--- src/inc/ilim_lock_pkg.sv ---
// Constants, field positions and encodings for the current-limit lock fault logic.
// Assumes a 10 MHz system clock; every user includes names with the package scope.
package ilim_lock_pkg;

  // ****************************************************************
  // Clock and filter timing
  // ****************************************************************
  localparam int CLK_PERIOD_NS      = 100;
  localparam int FILTER_STEP_NS     = 1000;
  // A least time, so the division rounds up.
  localparam int FILTER_STEP_CYCLES = (FILTER_STEP_NS + CLK_PERIOD_NS - 1) / CLK_PERIOD_NS;
  localparam int FILTER_MAX_US      = 15;
  localparam int FILTER_CNT_W       = 8;

  // ****************************************************************
  // Field positions in fault_setup_two
  // ****************************************************************
  localparam int ACTION_MSB      = 18;
  localparam int ACTION_LSB      = 15;
  localparam int FILTER_TIME_MSB = 14;
  localparam int FILTER_TIME_LSB = 11;
  localparam int RETRY_LIMIT_MSB = 2;
  localparam int RETRY_LIMIT_LSB = 0;
  localparam logic [31:0] FAULT_SETUP_TWO_RESET = 32'h0000_0000;

  // ****************************************************************
  // Action codes
  // ****************************************************************
  localparam logic [3:0] ACTION_LATCH_FIRST = 4'h0;
  localparam logic [3:0] ACTION_LATCH_LAST  = 4'h3;
  localparam logic [3:0] ACTION_RETRY_FIRST = 4'h4;
  localparam logic [3:0] ACTION_RETRY_LAST  = 4'h7;
  localparam logic [3:0] ACTION_REPORT_ONLY = 4'h8;

  // ****************************************************************
  // Gate-driver commands, taken from the low two bits of the action code
  // ****************************************************************
  localparam logic [1:0] GATE_TRISTATE    = 2'h0;
  localparam logic [1:0] GATE_RECIRCULATE = 2'h1;
  localparam logic [1:0] GATE_HIGH_BRAKE  = 2'h2;
  localparam logic [1:0] GATE_LOW_BRAKE   = 2'h3;

  // ****************************************************************
  // Retry limit decode; zero means no limit
  // ****************************************************************
  localparam int RETRY_CNT_W = 5;
  localparam logic [RETRY_CNT_W-1:0] RETRY_NO_LIMIT = 5'h00;

  function automatic logic [RETRY_CNT_W-1:0] retry_limit_decode(input logic [2:0] code);
    logic [RETRY_CNT_W-1:0] lim;
    lim = RETRY_NO_LIMIT;
    unique case (code)
      3'h0: lim = RETRY_NO_LIMIT;
      3'h1: lim = 5'h02;
      3'h2: lim = 5'h03;
      3'h3: lim = 5'h05;
      3'h4: lim = 5'h07;
      3'h5: lim = 5'h0a;
      3'h6: lim = 5'h0f;
      3'h7: lim = 5'h14;
    endcase
    return lim;
  endfunction

  typedef enum logic [1:0] {
    LOCK_IDLE,
    LOCK_RETRY_WAIT,
    LOCK_LATCHED
  } lock_state_type;

endpackage

--- src/core/current_limit_lock_fault.sv ---
// Fault reaction for the hardware current-limit lock detector.
// Assumes fault_setup_two is the live register value, synchronous to clk_sys,
// and that lock_retry_delay is already given in clock cycles.
`timescale 1ns/1ps

module current_limit_lock_fault
#(
  parameter int DELAY_W = 24
)
(
  input  wire logic               clk_sys,
  input  wire logic               reset_n,
  input  wire logic               current_limit_trip,
  input  wire logic [31:0]        fault_setup_two,
  input  wire logic [DELAY_W-1:0] lock_retry_delay,
  input  wire logic               fault_clear,
  output logic                    fault_indicator_low_ff,
  output logic                    gate_override_ff,
  output logic [1:0]              gate_state_ff,
  output logic                    lock_reported_ff,
  output logic                    lock_latched_ff
);

  // ****************************************************************
  // Reset release
  // ****************************************************************
  logic rst_meta_ff;
  logic rst_n_ff;

  always_ff @(posedge clk_sys or negedge reset_n)
  begin
    if (!reset_n)
    begin
      rst_meta_ff <= 1'b0;
      rst_n_ff    <= 1'b0;
    end
    else
    begin
      rst_meta_ff <= 1'b1;
      rst_n_ff    <= rst_meta_ff;
    end
  end

  // ****************************************************************
  // Field decode
  // ****************************************************************
  wire [3:0] current_limit_lock_action;
  wire [3:0] current_limit_lock_filter_time;
  wire [2:0] retry_limit_code;
  wire [ilim_lock_pkg::RETRY_CNT_W-1:0] retry_limit;
  wire       mode_latch;
  wire       mode_retry;
  wire       mode_report;
  wire       mode_enabled;

  assign current_limit_lock_action =
    fault_setup_two[ilim_lock_pkg::ACTION_MSB:ilim_lock_pkg::ACTION_LSB];
  assign current_limit_lock_filter_time =
    fault_setup_two[ilim_lock_pkg::FILTER_TIME_MSB:ilim_lock_pkg::FILTER_TIME_LSB];
  assign retry_limit_code =
    fault_setup_two[ilim_lock_pkg::RETRY_LIMIT_MSB:ilim_lock_pkg::RETRY_LIMIT_LSB];
  assign retry_limit = ilim_lock_pkg::retry_limit_decode(retry_limit_code);

  assign mode_latch  = (current_limit_lock_action <= ilim_lock_pkg::ACTION_LATCH_LAST);
  assign mode_retry  = (current_limit_lock_action >= ilim_lock_pkg::ACTION_RETRY_FIRST) &&
                       (current_limit_lock_action <= ilim_lock_pkg::ACTION_RETRY_LAST);
  assign mode_report = (current_limit_lock_action == ilim_lock_pkg::ACTION_REPORT_ONLY);
  // Every code above the report-only code switches the detector off.
  assign mode_enabled = mode_latch || mode_retry || mode_report;

  // ****************************************************************
  // Trip qualification
  // ****************************************************************
  logic qualified;
  logic qualified_d_ff;
  wire  lock_event;

  ilim_trip_filter u_ilim_trip_filter
  (
    .clk_sys      (clk_sys),
    .rst_n        (rst_n_ff),
    .trip         (current_limit_trip),
    .filter_code  (current_limit_lock_filter_time),
    .qualified_ff (qualified)
  );

  // One event per qualified trip; a trip that stays high does not repeat it.
  assign lock_event = qualified && !qualified_d_ff && mode_enabled;

  // ****************************************************************
  // Reaction state machine
  // ****************************************************************
  ilim_lock_pkg::lock_state_type state_ff;
  ilim_lock_pkg::lock_state_type nxt_state;
  logic [DELAY_W-1:0]                   delay_ff;
  logic [DELAY_W-1:0]                   nxt_delay;
  logic [ilim_lock_pkg::RETRY_CNT_W-1:0] retry_cnt_ff;
  logic [ilim_lock_pkg::RETRY_CNT_W-1:0] nxt_retry_cnt;
  logic [1:0]                           hold_gate_ff;
  logic [1:0]                           nxt_hold_gate;

  wire protect_event = lock_event && !mode_report;
  wire limit_hit     = (retry_limit != ilim_lock_pkg::RETRY_NO_LIMIT) &&
                       (retry_cnt_ff >= retry_limit);
  wire delay_done    = (delay_ff == '0);
  wire cnt_full      = (retry_cnt_ff == {ilim_lock_pkg::RETRY_CNT_W{1'b1}});

  always_comb
  begin
    nxt_state     = state_ff;
    nxt_delay     = delay_ff;
    nxt_retry_cnt = retry_cnt_ff;
    nxt_hold_gate = hold_gate_ff;
    unique case (state_ff)
      ilim_lock_pkg::LOCK_IDLE:
      begin
        if (fault_clear)
        begin
          nxt_retry_cnt = '0;
        end
        if (protect_event)
        begin
          nxt_hold_gate = current_limit_lock_action[1:0];
          if (mode_latch || limit_hit)
          begin
            nxt_state = ilim_lock_pkg::LOCK_LATCHED;
          end
          else
          begin
            nxt_state = ilim_lock_pkg::LOCK_RETRY_WAIT;
            nxt_delay = lock_retry_delay;
          end
        end
      end
      ilim_lock_pkg::LOCK_RETRY_WAIT:
      begin
        if (delay_done)
        begin
          nxt_state = ilim_lock_pkg::LOCK_IDLE;
          if (!cnt_full)
          begin
            nxt_retry_cnt = retry_cnt_ff + 1'b1;
          end
        end
        else
        begin
          nxt_delay = delay_ff - 1'b1;
        end
      end
      ilim_lock_pkg::LOCK_LATCHED:
      begin
        // A new event in the clearing cycle keeps the fault latched.
        if (fault_clear && !protect_event)
        begin
          nxt_state     = ilim_lock_pkg::LOCK_IDLE;
          nxt_retry_cnt = '0;
        end
      end
    endcase
  end

  always_ff @(posedge clk_sys or negedge rst_n_ff)
  begin
    if (!rst_n_ff)
    begin
      state_ff       <= ilim_lock_pkg::LOCK_IDLE;
      delay_ff       <= '0;
      retry_cnt_ff   <= '0;
      hold_gate_ff   <= ilim_lock_pkg::GATE_TRISTATE;
      qualified_d_ff <= 1'b0;
    end
    else
    begin
      state_ff       <= nxt_state;
      delay_ff       <= nxt_delay;
      retry_cnt_ff   <= nxt_retry_cnt;
      hold_gate_ff   <= nxt_hold_gate;
      qualified_d_ff <= qualified;
    end
  end

  // ****************************************************************
  // Outputs
  // ****************************************************************
  wire in_fault      = (nxt_state != ilim_lock_pkg::LOCK_IDLE);
  // Report flag is sticky; a new event beats a clear in the same cycle.
  wire nxt_reported  = lock_event || (lock_reported_ff && !fault_clear);

  always_ff @(posedge clk_sys or negedge rst_n_ff)
  begin
    if (!rst_n_ff)
    begin
      fault_indicator_low_ff <= 1'b1;
      gate_override_ff       <= 1'b0;
      gate_state_ff          <= ilim_lock_pkg::GATE_TRISTATE;
      lock_reported_ff       <= 1'b0;
      lock_latched_ff        <= 1'b0;
    end
    else
    begin
      fault_indicator_low_ff <= !in_fault;
      gate_override_ff       <= in_fault;
      gate_state_ff          <= nxt_hold_gate;
      lock_reported_ff       <= nxt_reported;
      lock_latched_ff        <= (nxt_state == ilim_lock_pkg::LOCK_LATCHED);
    end
  end

endmodule // current_limit_lock_fault

--- src/core/ilim_trip_filter.sv ---
// Deglitch filter for the current-limit trip condition.
// Assumes trip is synchronous to clk_sys and rst_n is already synchronised.
`timescale 1ns/1ps

module ilim_trip_filter
(
  input  wire logic       clk_sys,
  input  wire logic       rst_n,
  input  wire logic       trip,
  input  wire logic [3:0] filter_code,
  output logic            qualified_ff
);

  logic [ilim_lock_pkg::FILTER_CNT_W-1:0] count_ff;
  logic [ilim_lock_pkg::FILTER_CNT_W-1:0] nxt_count;
  logic [ilim_lock_pkg::FILTER_CNT_W-1:0] target;
  logic [ilim_lock_pkg::FILTER_CNT_W-1:0] step;
  logic                                   nxt_qualified;
  logic                                   reached;

  assign step    = ilim_lock_pkg::FILTER_CNT_W'(ilim_lock_pkg::FILTER_STEP_CYCLES);
  // Code n gives n microseconds; code zero passes the trip straight through.
  assign target  = ilim_lock_pkg::FILTER_CNT_W'({4'h0, filter_code} * step);
  assign reached = (count_ff >= target);

  // The count restarts whenever the trip drops, so only a continuous trip qualifies.
  assign nxt_count     = !trip ? '0 : (reached ? count_ff : count_ff + 1'b1);
  assign nxt_qualified = trip && (filter_code == 4'h0 || reached);

  always_ff @(posedge clk_sys or negedge rst_n)
  begin
    if (!rst_n)
    begin
      count_ff     <= '0;
      qualified_ff <= 1'b0;
    end
    else
    begin
      count_ff     <= nxt_count;
      qualified_ff <= nxt_qualified;
    end
  end

endmodule // ilim_trip_filter

--- config.mk ---
export PLATFORM = sky130hd
export DESIGN_NAME = current_limit_lock_fault
export DESIGN_NICKNAME = d
export VERILOG_FILES = /design/src/inc/ilim_lock_pkg.sv /design/src/core/current_limit_lock_fault.sv /design/src/core/ilim_trip_filter.sv
export SDC_FILE = /design/constraint.sdc
export NUM_CORES = 1
export LEC_CHECK = 0
export ABC_AREA = 0
export BUFFER_PORTS_ARGS = -buffer_cell sky130_fd_sc_hd__buf_4
export CAP_MARGIN = 20
export CORE_MARGIN = 10
export CORE_UTILIZATION = 47
export DETAILED_ROUTE_END_ITERATION = 6
export PLACE_DENSITY = 0.72
export SYNTH_ARGS = -nofsm -noshare
export SYNTH_HDL_FRONTEND = slang
export SYNTH_SLANG_ARGS = --single-unit
--- constraint.sdc ---
create_clock -name clk_sys -period 1.4 [get_ports clk_sys]
set_clock_uncertainty 0.05 [all_clocks]
set_input_delay 0.42 -clock clk_sys [delete_from_list [all_inputs] [get_ports clk_sys]]
set_output_delay 0.42 -clock clk_sys [all_outputs]
set_load 0.02 [all_outputs]
After elaboration in Yosys (flattened, before gate mapping) --
Memories as Yosys holds them, arrays and structs flattened. Index checks and enable logic that the tools add are counted.
Word-level totals: flip-flop bits (word level) 49, memory bits (read-only) 40, input port bits 60, output and inout bits 6, logic and storage cells 79, memories kept 1
Memories:
- (no name shown) | words 8, width 5, read ports 1, clocked after Yosys merged registers in 0, wr ports 0, RTL line ilim_lock_pkg.sv:52 | unique case (code)
Operators by class: add/subtract/negate cells 3, multipliers 1, $lt $le $gt $ge 5, equality and inequality tests 13, muxes and demuxes 16, reductions and logical operators 27
Operators with widths (count):
- 24-bit 2-to-1 mux | 3
- 24-bit case mux with 2 select lines | 1
- 24-bit zero test | 1
- 24-bit by 1-bit subtractor with 24-bit output (second input constant) | 1
- 5-bit 2-to-1 mux | 4
- 8-bit 2-to-1 mux | 2
- 2-bit inequality test (second input constant) | 8
- 5-bit case mux with 3 select lines | 1
- 8-bit by 1-bit adder with 8-bit output (second input constant) | 1
- 8-bit greater-or-equal comparator | 1
- 1-bit logical AND | 8
- 2-bit 2-to-1 mux | 4
- 4-bit AND reduction | 2
- 4-bit by 3-bit multiplier with 7-bit output (second input constant) | 1
- 2-bit case mux with 3 select lines | 1
- 5-bit by 1-bit adder with 5-bit output (second input constant) | 1
- 5-bit equality test (second input constant) | 1
- 5-bit greater-or-equal comparator | 1
- 1-bit zero test | 5
- 1-bit logical OR | 5
- 5-bit nonzero test | 1
- 2-bit equality test (second input constant) | 2
- 4-bit equality test (second input constant) | 1
- 4-bit by 3-bit greater-or-equal comparator with 1-bit output (second input constant) | 1
- other kinds (7) | 8

Longest topological paths before layout --
depth after elaboration 12, depth in mapped cells 11, gate-level depth less buffers 11

Hierarchy --
From an unflattened synthesis, not the netlist that was laid out.
Second synthesis, totals: cell total of the unflattened synthesis 376, area total of the unflattened synthesis 3343.2 um^2
By module, submodules not included:
- current_limit_lock_fault | times used 1, cells an instance 293, area an instance 2592.5 um^2
- ilim_trip_filter | times used 1, cells an instance 83, area an instance 750.7 um^2

Least setup slack after synthesis --
OpenSTA, ideal clock, no wires.
path type input port to flip-flop, start input port fault_setup_two[12], end register u_ilim_trip_filter.count_ff[7] (netlist name), library setup time 0.123 ns, data arrival time 2.769 ns, required time 1.227 ns, path slack -1.542 ns, cell stages on the path 10, path buffers 0, path through ha_1 -> ha_1 -> inv_1 -> fa_1 -> ha_1 -> a21o_1 -> a21o_1 -> a211oi_2 -> nand4_1 -> mux2i_1
On the way: longest elaborated chain between the ends 3
RTL lines:
- start, declared | RTL line current_limit_lock_fault.sv:14 | input wire logic [31:0] fault_setup_two,
- 4-bit by 3-bit multiplier with 7-bit output | RTL line ilim_trip_filter.sv:23 | assign target = ilim_lock_pkg::FILTER_CNT_W'({4'h0, filter_code} * step);
- 8-bit greater-or-equal comparator | RTL line ilim_trip_filter.sv:24 | assign reached = (count_ff >= target);
- 2-bit inequality test (no source line)
- end signal, assigned | RTL line ilim_trip_filter.sv:39 | count_ff <= nxt_count;
- end, declared | RTL line ilim_trip_filter.sv:14 | logic [ilim_lock_pkg::FILTER_CNT_W-1:0] count_ff;
Every way passes these cells. A chain may end at the register's enable or synchronous reset.

Final worst setup path --
start input port fault_setup_two[14], end register u_ilim_trip_filter.count_ff[0] (netlist name)
The elaborated chain is that of the path after synthesis.

==> metrics.cfg <==
[logic_synthesis]
synth_top_cell_by_area = dfrtp_1
synth_cell_types = 64
synth_nets = 481
synth-main-ff-cell = dfrtp_1
yosysWarningCount = 0
ys_async_sr_fraction_pct = 100
syn_inst = 395
ys_seq_elements = 49
avgSynthCellArea_um2 = 8.82
syn-cell-area_um2 = 3480
netlist.area_leader.share_pct = 34.5
synth.area.top_cells = dfrtp_1 34%, ha_1 9.0%, a21oi_1 4.9%, nand2_1 4.3%, o21ai_0 3.3%
seq_area_frac_synth_pct = 35.2
synth_edf_count = 0

[final_layout]
area_delta_synth_final_pct = 61.9
post-route-cell-area_um2 = 5640
nNetsFinal = 641
regArea_um2 = 1230
layout-drive-gt1-share_pct = 50.0
multi_input_area_um2 = 2680
insertedDiodeCount = 0
fill_cells = 450

[floorplan]
die_h_um = 106
start_util_pct = 48.3
ios = 66
die_w_um = 106
std_cell_rows = 31
die_area_um2 = 11300
core_um2 = 7210

[sta]
slew_violations = 0
tightest_slew_ps = 563
slew_headroom_pct = 62.5
post-route-min-period_ps = 2600
setup-violations-final = 44
holdWs_ps = 197
hold_viol = 0
worst_slack_ps = -1200
grt_setup_unrepaired = yes
timing.final.crit_share_pct = 186
max_freq_ghz = 0.384

[place]
gp_congestion = 0.880
io_buffer_count = 44
place_area_um2 = 4860
dp_hpwl_um = 7810

[cts]
h-tree-depth = 2
clock-sinks = 49
cts_buffer_depth = 2
worstSkewPairLatency_ps = 310
clkTransAtPathRegs_ps = 90
cts_made_buffers = 5
cts_tree = built
root_buffer = clkbuf_8

[power_and_ir_drop]
intPower_mw = 4.77
p_clk_share_pct = 11.0
p_total_mw = 8.19
ir_drop_mv = 0.668
p_leak_nw = 2.60
seqPwrFrac_pct = 25.4
comb_power_share_pct = 63.6
p_sw_mw = 3.42
power_per_cell_area_nw_per_um2 = 1450
swShare_pct = 41.8

[status]
violations = negative setup slack
status = finished with violations

[worst_hold_path]
hp-class = flip-flop to async pin

[global_route]
grt_pass1_wl_um = 19100
overflow = 0
grt_usage_pct = 20.2
antenna_found_initial = 0
grt_max_degree = 48
grt_pass1_vias = 3982

[worst_setup_path]
reg2reg_from = delay_ff[0]$_DFFE_PN0P_
ff2ff_path_depth = 8
crit_path_max_fanout = 4
setup.worst_path.start_class = input port
slowest_delay_ps = 530
r2r-end = delay_ff[20]$_DFFE_PN0P_
crit_top_cell = ha_4
critPathRequiredTime_ps = 1600
cp-endpoint = u_ilim_trip_filter.count_ff[0]$_DFFE_PN0P_
worstPathCellList = buf_6, ha_4, ha_4, inv_2, fa_1, ha_4, a21o_1, a21o_1, a211oi_4, buf_2, xor2_1, and2_1
worstPathArrival_ps = 2800
slowest_stage = fa_1
worstSetupPathType = input port to flip-flop
critPathCaptureType = flip-flop
reg2reg_setup_slack_ps = -910
worstSetupStartpoint = fault_setup_two[14]

[run]
cap_violations = 0

[detailed_routing]
detail_route.wl_per_cell_um = 18.7
vias = 3910
drtPass1Iterations = 5
via_per_inst = 5.97
drtIter0Drc = 332
drt_wl_total_um = 12200
drcViolationCount = 0
postRouteAntennaNets = 0

[how the worst min path moves through the flow]
stage	end	slack [ps]	cells after the start
floorplan	rst_meta_ff$_DFF_PN0_	70	0
global placement	rst_meta_ff$_DFF_PN0_	150	1
detailed placement	rst_meta_ff$_DFF_PN0_	160	1
CTS	lock_latched_ff$_DFF_PN0_	220	1
global route	u_ilim_trip_filter.count_ff[3]$_DFFE_PN0P_	240	1
finish	u_ilim_trip_filter.count_ff[3]$_DFFE_PN0P_	200	1
[logic make-up (layout without fill, tap and decap cells)]
| family | count (synthesis) | count (layout) | share of synthesized area, % |
|---|---|---|---|
| multiplexers | 14 | 17 | 4.63 |
| XOR/XNOR | 2 | 2 | 0.503 |
| AO/OA/AOI/OAI | 121 | 121 | 22.7 |
| AND/OR/NAND/NOR | 142 | 142 | 22.5 |
| adder cells (fa/ha/maj) | 26 | 26 | 9.55 |
| buffers and inverters | 40 | 198 | 4.78 |
| flip-flops | 49 | 49 | 35.2 |
| other | 1 | 1 | 0.108 |
[power by group through the flow]
stage | registers (mW) | logic [mW] | clock network (mW)
floorplan | 2.29 | 1.88 | 0
global placement | 2.06 | 3.58 | 0
detailed placement | 2.08 | 3.67 | 0
CTS | 2.06 | 4.61 | 0.899
global route | 2.12 | 5.54 | 0.960
finish | 2.08 | 5.21 | 0.899
[Yosys cell counts (all sizes together), types with 3 or more instances]
cell type	n
buf	3
o31ai	5
ha	25
nand3	18
o211ai	6
mux2i	10
a31oi	6
nor3	9
or4	5
nand2	41
nor2	17
nand2b	13
and2	3
clkbuf	14
dfrtp	48
nor4	5
a22oi	3
o21ai	23
a211oi	11
mux2	4
a21o	8
a32oi	5
inv	23
and3	5
a21oi	34
o22ai	4
nand4	11
[worst max-delay path: cells and delay by family]
kind,cells,cell delay (ps)
compound gates,3,600
simple gates,1,160
fa+ha+maj,4,1130
buf+inv,3,320
xor+xnor,1,180
[area by class of cell]
cell class | instances | share of cell area, %
repair buffers | 167 | 25.5
multi-input cells | 309 | 47.4
well taps | 99 | 2.20
flip-flops and latches | 49 | 21.8
inverters | 23 | 1.53
clock buffers | 8 | 1.60
[state kept, by name (all words and copies together) (netlist names)]
| signal | count |
|---|---|
| qualified_d_ff | 1 |
| delay_ff | 24 |
| fault_indicator_low_ff | 1 |
| rst_meta_ff | 1 |
| lock_latched_ff | 1 |
| lock_reported_ff | 1 |
| retry_cnt_ff | 5 |
| u_ilim_trip_filter.qualified_ff | 1 |
| rst_n_ff | 1 |
| gate_override_ff | 1 |
| state_ff | 2 |
| gate_state_ff | 2 |
| u_ilim_trip_filter.count_ff | 8 |
[cells in the final DEF (no fill, tap or decap), types with 4 or more instances in the layout]
cell type / n
a211oi_1: 4
a21oi_2: 12
a31oi_4: 4
dfrtp_1: 47
a211oi_2: 6
o21ai_2: 6
mux2_4: 4
buf_4: 138
nand3_2: 8
buf_12: 6
a32oi_1: 5
ha_1: 15
nand4_1: 11
o21ai_1: 8
buf_6: 16
o21ai_0: 7
nor4_1: 4
a21o_1: 7
clkbuf_8: 6
nand2_1: 36
nand3_1: 8
nor3_1: 7
mux2i_1: 8
inv_1: 20
or4_4: 4
a21oi_1: 22
buf_8: 4
ha_4: 8
nor2_1: 14
o211ai_1: 6
and3_1: 4
nand2b_1: 12
[through the flow]
stage                     TNS [ps]  cells  setup slack, ps  utilization [%]
after floorplan             -36050    395            -1310                -
after global placement      -45130    627            -1440             67.3
after detailed placement    -47150    627            -1500             67.3
after CTS                   -34260    654            -1130             74.9
after global routing        -39990    655            -1260             78.2
final                       -36240    655            -1200             78.2
[repair_timing]
action                                 in CTS  in global routing
pin swaps                                  38                 29
cloned                                      5                  0
gates resized for setup                    72                 42
hold buffers                                1                  0
setup endpoints to repair                  46                 46
setup buffers                              14                  1
endpoints found under the hold margin       2                  0
[metal layers]
metal	up-vias	share of wire, %	global-route usage, %
li1	1798	-	-
met3	30	5.9	3.99
met1	1926	41	24.9
met4	0	2.5	5.61
met5	-	0	0
met2	156	51	35.0
Power figures use the tool's default switching activity.
